## src/ssm_defines.vh

```
`ifndef SSM_DEFINES_VH
`define SSM_DEFINES_VH

// register offsets, valid only in bank zero
`define SSM_ADDR_DATA_RX 8'h2d
`define SSM_ADDR_WAKE_MON 8'h2e
`define SSM_ADDR_PRE_MON 8'h2f
`define SSM_ADDR_WAKE_TMO 8'h31
`define SSM_BANK_MON 2'h0

// reset values
`define SSM_RST_DATA_RX 8'h00
`define SSM_RST_WAKE_MON 8'h00
`define SSM_RST_PRE_MON 8'h00
`define SSM_RST_WAKE_TMO 8'h00

// field positions
`define SSM_WAKE_CODE_HI 3
`define SSM_WAKE_CODE_LO 2
`define SSM_PRE_CODE_BIT 1
`define SSM_DATA_CODE_BIT 0
`define SSM_POLICY_BIT 7
`define SSM_SEL_HI 6
`define SSM_SEL_LO 1
`define SSM_PRE_TMO_BIT 7
`define SSM_PRE_ACC_BIT 0
`define SSM_TMO_PRESC_HI 7
`define SSM_TMO_PRESC_LO 6
`define SSM_TMO_CNT_HI 5
`define SSM_TMO_CNT_LO 0

// coding rule encodings
`define SSM_CODE_ANY 2'h0
`define SSM_CODE_SHORT 2'h1
`define SSM_CODE_LONG 2'h2
`define SSM_CODE_MANCH 2'h3

// prescaler selections and their last prescaler counts (bit-period factor minus one)
`define SSM_PRESC_X2 2'h0
`define SSM_PRESC_X4 2'h1
`define SSM_PRESC_X16 2'h2
`define SSM_PRESC_X64 2'h3
`define SSM_FACT_X2 6'h01
`define SSM_FACT_X4 6'h03
`define SSM_FACT_X16 6'h0f
`define SSM_FACT_X64 6'h3f

`endif

```

## src/ssm_monitor_ctrl.v

```verilog
`timescale 1ns/10ps
`include "ssm_defines.vh"

module ssm_monitor_ctrl (
  clk,
  sys_rst,
  reg_bank,
  reg_addr,
  reg_wdata,
  reg_wr,
  reg_rd,
  reg_rdata,
  phase_wakeup,
  phase_preamble,
  phase_data,
  wakeup_start,
  preamble_start,
  status_read,
  bit_tick,
  mon_pass,
  mon_fail,
  coding_rule,
  mon_enable,
  wakeup_pass,
  wakeup_fail,
  preamble_timeout,
  error_flags
);
  input wire clk;
  input wire sys_rst;
  input wire [1:0] reg_bank;
  input wire [7:0] reg_addr;
  input wire [7:0] reg_wdata;
  input wire reg_wr;
  input wire reg_rd;
  output reg [7:0] reg_rdata;
  input wire phase_wakeup;
  input wire phase_preamble;
  input wire phase_data;
  input wire wakeup_start;
  input wire preamble_start;
  input wire status_read;
  input wire bit_tick;
  input wire [5:0] mon_pass;
  input wire [5:0] mon_fail;
  output reg [1:0] coding_rule;
  output reg [5:0] mon_enable;
  output reg wakeup_pass;
  output reg wakeup_fail;
  output reg preamble_timeout;
  output reg [5:0] error_flags;

  localparam ST_IDLE = 1'b0;
  localparam ST_SEARCH = 1'b1;

  reg [7:0] data_phase_rx_control_reg;
  reg [7:0] wakeup_monitor_control_reg;
  reg [7:0] preamble_monitor_control_reg;
  reg [7:0] wakeup_timeout_register_reg;
  reg state_reg;
  reg [5:0] passed_reg;
  reg pre_active_reg;

  wire bank_ok;
  wire [1:0] wakeup_coding_rule;
  wire preamble_coding_rule;
  wire data_coding_rule;
  wire wakeup_search_policy;
  wire [5:0] wakeup_monitor_select;
  wire [5:0] preamble_monitor_select;
  wire preamble_timeout_enable;
  wire preamble_error_accumulate;
  wire [5:0] wake_fail;
  wire [5:0] passed_next;
  wire all_passed;
  wire any_failed;
  wire [5:0] pre_fail;
  wire timer_restart;
  wire timer_run;
  wire timer_expired;

  reg [1:0] coding_next;
  reg [5:0] enable_next;
  reg [7:0] rdata_next;

  assign bank_ok = (reg_bank == `SSM_BANK_MON);

  assign wakeup_coding_rule =
    data_phase_rx_control_reg[`SSM_WAKE_CODE_HI:`SSM_WAKE_CODE_LO];
  assign preamble_coding_rule =
    data_phase_rx_control_reg[`SSM_PRE_CODE_BIT];
  assign data_coding_rule = data_phase_rx_control_reg[`SSM_DATA_CODE_BIT];
  assign wakeup_search_policy = wakeup_monitor_control_reg[`SSM_POLICY_BIT];
  assign wakeup_monitor_select =
    wakeup_monitor_control_reg[`SSM_SEL_HI:`SSM_SEL_LO];
  assign preamble_monitor_select =
    preamble_monitor_control_reg[`SSM_SEL_HI:`SSM_SEL_LO];
  assign preamble_timeout_enable =
    preamble_monitor_control_reg[`SSM_PRE_TMO_BIT];
  assign preamble_error_accumulate =
    preamble_monitor_control_reg[`SSM_PRE_ACC_BIT];

  // disabled monitors are masked out before any decision sees them
  assign wake_fail = mon_fail & wakeup_monitor_select;
  assign passed_next = passed_reg | (mon_pass & wakeup_monitor_select);
  assign all_passed = ((passed_next & wakeup_monitor_select) ==
                       wakeup_monitor_select);
  assign any_failed = |wake_fail;
  // wakeup-phase fails must not leak into the preamble indicators
  assign pre_fail = (phase_preamble && !phase_wakeup) ?
                    (mon_fail & preamble_monitor_select) : 6'h00;

  // one timer serves both phases; preamble start reloads it
  assign timer_restart = wakeup_start | preamble_start;
  assign timer_run = (state_reg == ST_SEARCH) ||
                     (pre_active_reg && preamble_timeout_enable);

  ssm_timeout u_timeout (
    .clk(clk),
    .sys_rst(sys_rst),
    .restart(timer_restart),
    .run(timer_run),
    .bit_tick(bit_tick),
    .tmo_count(wakeup_timeout_register_reg[`SSM_TMO_CNT_HI:`SSM_TMO_CNT_LO]),
    .tmo_presc(wakeup_timeout_register_reg[`SSM_TMO_PRESC_HI:
                                           `SSM_TMO_PRESC_LO]),
    .expired(timer_expired)
  );

  // bit order of the select fields maps straight to the monitor index:
  // mon[5] timeout, [4] timing, [3] coding, [2] baud, [1] level, [0] ampl
  always @* begin
    coding_next = `SSM_CODE_ANY;
    enable_next = 6'h00;
    if (phase_wakeup) begin
      coding_next = wakeup_coding_rule;
      enable_next = wakeup_monitor_select;
    end else if (phase_preamble) begin
      coding_next = preamble_coding_rule ? `SSM_CODE_MANCH
                                         : `SSM_CODE_ANY;
      enable_next = preamble_monitor_select;
    end else if (phase_data) begin
      coding_next = data_coding_rule ? `SSM_CODE_MANCH
                                     : `SSM_CODE_ANY;
    end
  end

  always @* begin
    rdata_next = 8'h00;
    if (reg_rd && bank_ok) begin
      if (reg_addr == `SSM_ADDR_DATA_RX) begin
        rdata_next = data_phase_rx_control_reg;
      end else if (reg_addr == `SSM_ADDR_WAKE_MON) begin
        // bit 0 is fixed at zero
        rdata_next = {wakeup_monitor_control_reg[7:1], 1'b0};
      end else if (reg_addr == `SSM_ADDR_PRE_MON) begin
        rdata_next = preamble_monitor_control_reg;
      end else if (reg_addr == `SSM_ADDR_WAKE_TMO) begin
        rdata_next = wakeup_timeout_register_reg;
      end
    end
  end

  always @(posedge clk or posedge sys_rst) begin
    if (sys_rst) begin
      data_phase_rx_control_reg <= `SSM_RST_DATA_RX;
      wakeup_monitor_control_reg <= `SSM_RST_WAKE_MON;
      preamble_monitor_control_reg <= `SSM_RST_PRE_MON;
      wakeup_timeout_register_reg <= `SSM_RST_WAKE_TMO;
      reg_rdata <= 8'h00;
    end else begin
      reg_rdata <= rdata_next;
      if (reg_wr && bank_ok) begin
        if (reg_addr == `SSM_ADDR_DATA_RX) begin
          data_phase_rx_control_reg <= reg_wdata;
        end else if (reg_addr == `SSM_ADDR_WAKE_MON) begin
          wakeup_monitor_control_reg <= {reg_wdata[7:1], 1'b0};
        end else if (reg_addr == `SSM_ADDR_PRE_MON) begin
          preamble_monitor_control_reg <= reg_wdata;
        end else if (reg_addr == `SSM_ADDR_WAKE_TMO) begin
          wakeup_timeout_register_reg <= reg_wdata;
        end
      end
    end
  end

  always @(posedge clk or posedge sys_rst) begin
    if (sys_rst) begin
      coding_rule <= `SSM_CODE_ANY;
      mon_enable <= 6'h00;
    end else begin
      coding_rule <= coding_next;
      mon_enable <= enable_next;
    end
  end

  // wakeup search termination
  always @(posedge clk or posedge sys_rst) begin
    if (sys_rst) begin
      state_reg <= ST_IDLE;
      passed_reg <= 6'h00;
      wakeup_pass <= 1'b0;
      wakeup_fail <= 1'b0;
    end else begin
      wakeup_pass <= 1'b0;
      wakeup_fail <= 1'b0;
      case (state_reg)
        ST_IDLE: begin
          if (wakeup_start) begin
            state_reg <= ST_SEARCH;
            passed_reg <= 6'h00;
          end
        end
        default: begin
          passed_reg <= passed_next;
          if (!phase_wakeup) begin
            // search abandoned by the phase controller, no verdict
            state_reg <= ST_IDLE;
          end else if (!wakeup_search_policy && any_failed) begin
            wakeup_fail <= 1'b1;
            state_reg <= ST_IDLE;
          end else if (all_passed) begin
            wakeup_pass <= 1'b1;
            state_reg <= ST_IDLE;
          end else if (wakeup_search_policy && timer_expired) begin
            // single monitor fails are ignored in this policy
            wakeup_fail <= 1'b1;
            state_reg <= ST_IDLE;
          end
        end
      endcase
    end
  end

  // preamble phase timeout and error accumulation
  always @(posedge clk or posedge sys_rst) begin
    if (sys_rst) begin
      pre_active_reg <= 1'b0;
      preamble_timeout <= 1'b0;
      error_flags <= 6'h00;
    end else begin
      if (preamble_start) begin
        pre_active_reg <= 1'b1;
      end else if (!phase_preamble) begin
        pre_active_reg <= 1'b0;
      end
      preamble_timeout <= pre_active_reg && preamble_timeout_enable &&
                          timer_expired;
      if (preamble_error_accumulate) begin
        // a fail arriving with the clear survives it
        error_flags <= pre_fail |
          ((preamble_start || status_read) ? 6'h00 : error_flags);
      end else if (pre_active_reg) begin
        error_flags <= pre_fail;
      end else if (preamble_start || status_read) begin
        error_flags <= 6'h00;
      end
    end
  end
endmodule // ssm_monitor_ctrl

```

## src/ssm_timeout.v

```verilog
`timescale 1ns/10ps
`include "ssm_defines.vh"

// counts count x (bit period x prescale factor); count zero never expires
module ssm_timeout (
  clk,
  sys_rst,
  restart,
  run,
  bit_tick,
  tmo_count,
  tmo_presc,
  expired
);
  input wire clk;
  input wire sys_rst;
  input wire restart;
  input wire run;
  input wire bit_tick;
  input wire [5:0] tmo_count;
  input wire [1:0] tmo_presc;
  output reg expired;

  reg [5:0] presc_reg;
  reg [5:0] left_reg;
  reg [5:0] fact_last;

  always @* begin
    case (tmo_presc)
      `SSM_PRESC_X2: fact_last = `SSM_FACT_X2;
      `SSM_PRESC_X4: fact_last = `SSM_FACT_X4;
      `SSM_PRESC_X16: fact_last = `SSM_FACT_X16;
      default: fact_last = `SSM_FACT_X64;
    endcase
  end

  always @(posedge clk or posedge sys_rst) begin
    if (sys_rst) begin
      presc_reg <= 6'h00;
      left_reg <= 6'h00;
      expired <= 1'b0;
    end else if (restart) begin
      presc_reg <= 6'h00;
      left_reg <= tmo_count;
      expired <= 1'b0;
    end else begin
      expired <= 1'b0;
      if (run && bit_tick && left_reg != 6'h00) begin
        if (presc_reg >= fact_last) begin
          presc_reg <= 6'h00;
          left_reg <= left_reg - 6'h01;
          expired <= (left_reg == 6'h01);
        end else begin
          presc_reg <= presc_reg + 6'h01;
        end
      end
    end
  end
endmodule // ssm_timeout

```

## config.mk

```make
export PLATFORM = sky130hd
export DESIGN_NAME = ssm_monitor_ctrl
export DESIGN_NICKNAME = d
export VERILOG_FILES = /design/src/ssm_monitor_ctrl.v /design/src/ssm_timeout.v
export VERILOG_INCLUDE_DIRS = /design/src
export SDC_FILE = /design/constraint.sdc
export NUM_CORES = 1
export LEC_CHECK = 0
export ABC_CLOCK_PERIOD_IN_PS = 6010
export BUFFER_PORTS_ARGS = -buffer_cell sky130_fd_sc_hd__buf_2
export CORE_MARGIN = 2
export CORE_UTILIZATION = 55
export CTS_BUF_LIST = sky130_fd_sc_hd__clkbuf_4 sky130_fd_sc_hd__clkbuf_8 sky130_fd_sc_hd__clkbuf_16
export CTS_CLUSTER_SIZE = 14
export DETAILED_ROUTE_END_ITERATION = 8
export PLACE_DENSITY = 0.79
export RECOVER_POWER = 100
export SETUP_SLACK_MARGIN = 0.15
export SLEW_MARGIN = 20
export SYNTH_ARGS = -nofsm -noshare
export SYNTH_HDL_FRONTEND = slang
export SYNTH_SLANG_ARGS = --single-unit
```

## constraint.sdc

```tcl
create_clock -name clk -period 6.01 [get_ports clk]
set_input_delay 1.202 -clock clk [delete_from_list [all_inputs] [get_ports clk]]
set_output_delay 1.202 -clock clk [all_outputs]
set_load 0.05 [all_outputs]
```

==> results.sh <==
export IMPL_grt_max_degree=78
export IMPL_cts_root_buf="clkbuf_8"
export IMPL_nets=441
export IMPL_synth_edff_count=0
export IMPL_die_y_um=85.78
export IMPL_r2r_end="u_timeout.left_reg[1]"
export IMPL_p_int_uw=749.5
export IMPL_yosysWarnings=0
export IMPL_multi_input_comb_area_um2=1608
export IMPL_comb_power_share=0.072
export IMPL_synth_seq_cells=77
export IMPL_cts_sinks=77
export IMPL_seq_power_share=0.533
export IMPL_powerDensity_nw_per_um2=238.5
export IMPL_antenna_cells=0
export IMPL_rows=29
export IMPL_layout_cells_non_filler=475
export IMPL_syn_to_final_growth_pct=13.84
export IMPL_switching_share=0.2496
export IMPL_fin_crit_sh=0.4855
export IMPL_avgSynthCellArea_um2=11.32
export IMPL_final_area_um2=4188
export IMPL_finalHoldViolCount=0
export IMPL_overflow=0
export IMPL_dp_cells=458
export IMPL_p_leak_uw=0.001903
export IMPL_dieWidth_um=85.78
export IMPL_track_usage=0.2532
export IMPL_slew_headroom=0.008449
export IMPL_fillCellCount=532
export IMPL_post_cts_buffers=0
export IMPL_final_seq_area_um2=1927
export IMPL_cts_tree="built"
export IMPL_drtIter0Drc=234
export IMPL_max_cap_violations=0
export IMPL_synthCells=325
export IMPL_ff2ff_path_depth=7
export IMPL_postCtsResizedCells=0
export IMPL_fmax_mhz=342.7
export IMPL_end_kind="flop"
export IMPL_synth_fp_nets=373
export IMPL_dieArea_um2=7358
export IMPL_postPlaceCellArea_um2=4049
export IMPL_clock_path_buffers=2
export IMPL_skew_ps=9.193
export IMPL_numCtsBuffers=9
export IMPL_outcome="complete, but fails checks"
export IMPL_required_ps=6240
export IMPL_portBuffers=65
export IMPL_final_util=0.6521
export IMPL_start_util=0.5728
export IMPL_antenna_found_initial=0
export IMPL_finalMaxSlewViolations=0
export IMPL_ir_worst_vdd_v=0.0001815
export IMPL_worstSetupStartpointType="input pin"
export IMPL_finalCriticalPeriod_ps=2918
export IMPL_worst_pin_slew_ps=1487
export IMPL_path_max_fanout=8
export IMPL_min_to="error_flags[3]"
export IMPL_fin_tns_setup_ps=0
export IMPL_io_pin_count=66
export IMPL_cts_clk_slew_worst_paths_ps=80
export IMPL_whs_ps=505.1
export IMPL_insertion_delay_ps=340
export IMPL_cp_arrival_ps=3150
export IMPL_yosysSeqAreaShare=0.5238
export IMPL_crit_type="input pin to flop"
export IMPL_holdPathStages=1
export IMPL_pwr_share_clk=0.395
export IMPL_cp_startpoint="reg_addr[4]"
export IMPL_layout_drive_gt1_share=0.2286
export IMPL_syn_area_um2=3679
export IMPL_async_reset_ff_frac=1.000
export IMPL_rrSetupSlack_ps=3460
export IMPL_synth_largest_area_cell="dfrtp_1"
export IMPL_grt_pass1_wl_um=14130
export IMPL_ys_types=52
export IMPL_min_path_type="flop to flop"
export IMPL_switchingPower_uw=249.3
export IMPL_drc=6
export IMPL_reg2reg_from="wakeup_timeout_register_reg[7]"
export IMPL_setup_viol=0
export IMPL_synth_top_area_frac=0.5238
export IMPL_violations="DRC"
export IMPL_wl_um=8522
export IMPL_hold_buffers=0
export IMPL_vias_per_cell=5.960
export IMPL_dp_hpwl_um=6297
export IMPL_coreArea_um2=6422
export IMPL_grt_pass1_vias=2793
export IMPL_h_tree_depth=3
export IMPL_synth_area_top_cells="dfrtp_1, mux2_2, nand2_1"
export IMPL_ant_nets=0
export IMPL_gp_congestion=0.9623
export IMPL_rsz0062_at_grt="false"
export IMPL_min_from="error_flags[3]"
export IMPL_drt_pass1_iter_count=7
export IMPL_wire_per_inst_um=17.94
export IMPL_ys_flop_type="dfrtp_1"
export IMPL_vias=2831
cell families after synthesis:
logic type,synth area share
and+or+nand+nor,0.1510
AOI/OAI and AO/OA,0.1585
DFF,0.5238
muxes,0.1034
buffers and inverters,0.02517
adders and majority gates,0.02381
xor gates and xnor gates,0.01429
power by group through the flow:
| stage | Sequential (µW) | Combinational (µW) | Clock (µW) |
|---|---|---|---|
| 3_5_place_dp | 542 | 72.2 | 0 |
| 4_1_cts | 532 | 72.4 | 400 |
| 6_report | 532 | 71.7 | 395 |
| 2_1_floorplan | 545 | 36.6 | 0 |
| 5_1_grt | 533 | 80.0 | 433 |
| 3_3_place_gp | 542 | 70.9 | 0 |
stage by stage:
stage,power (µW),setup slack [ps]
final,998.8,3092
after global routing,1047,2970
after CTS,1005,3411
after detailed placement,614.5,3042
after global placement,612.9,3111
after floorplan,581.9,2841
final cells by class:
cell class	instances	share of cell area
clock buffer	10	0.03137
clock inverter	6	0.01703
inverter	9	0.008067
multi-input combinational	229	0.3839
sequential	77	0.4601
tap	77	0.02301
timing repair buffer	67	0.07649
layout by cell type, fill, tap and decap left out, types with 2 or more instances in the layout:
| master | instances |
|---|---|
| a211oi_1 | 2 |
| a21o_1 | 2 |
| a21oi_1 | 19 |
| a22o_1 | 5 |
| a22oi_1 | 5 |
| a31oi_1 | 10 |
| a32o_1 | 6 |
| and2_0 | 2 |
| and2_1 | 4 |
| buf_2 | 36 |
| clkbuf_1 | 30 |
| clkbuf_8 | 9 |
| clkinvlp_4 | 2 |
| dfrtp_1 | 77 |
| ha_1 | 7 |
| inv_1 | 9 |
| inv_6 | 2 |
| mux2_1 | 3 |
| mux2_2 | 28 |
| mux2i_1 | 2 |
| nand2_1 | 36 |
| nand3_1 | 11 |
| nand4_1 | 2 |
| nor2_1 | 21 |
| nor2b_1 | 3 |
| nor3_1 | 6 |
| nor3b_1 | 7 |
| o211ai_1 | 3 |
| o21a_1 | 2 |
| o21ai_0 | 11 |
| o221ai_1 | 6 |
| or2_2 | 2 |
| xor2_1 | 5 |
cell usage after synthesis, types with 6 or more instances:
master,instances
nor3b_1,7
mux2_2,28
nor3_1,6
inv_1,9
nand2_1,36
a32o_1,6
o21ai_0,6
and2_1,6
nand3_1,11
o221ai_1,6
a31oi_1,10
ha_1,7
a21oi_1,19
nor2_1,20
dfrtp_1,77
critical path: stages:
cell and delay (ps):
clkbuf_1 80, and4b_1 430, nand3_4 110, nor2_1 390
and2_0 540, mux2_2 400
how the worst max path moves through the flow:
stage,to,slack [ps],cells past startpoint
after CTS,preamble_monitor_control_reg[3],3410,6
after global routing,preamble_monitor_control_reg[0],2970,6
final,preamble_monitor_control_reg[3],3090,6
after floorplan,coding_rule[0],2840,1
after global placement,preamble_monitor_control_reg[2],3110,6
after detailed placement,preamble_monitor_control_reg[3],3040,6
layer usage:
metal / global-route usage / routed length (µm) / up-vias / share of wire
met1: 0.3643 / 3863 / 1375 / 0.45
met4: 0.1053 / 232 / 0 / 0.027
li1: - / - / 1330 / -
met2: 0.3793 / 3891 / 104 / 0.46
met3: 0.04909 / 535 / 22 / 0.063
met5: 0 / 0 / - / 0
(Power assumes the default switching activity.)
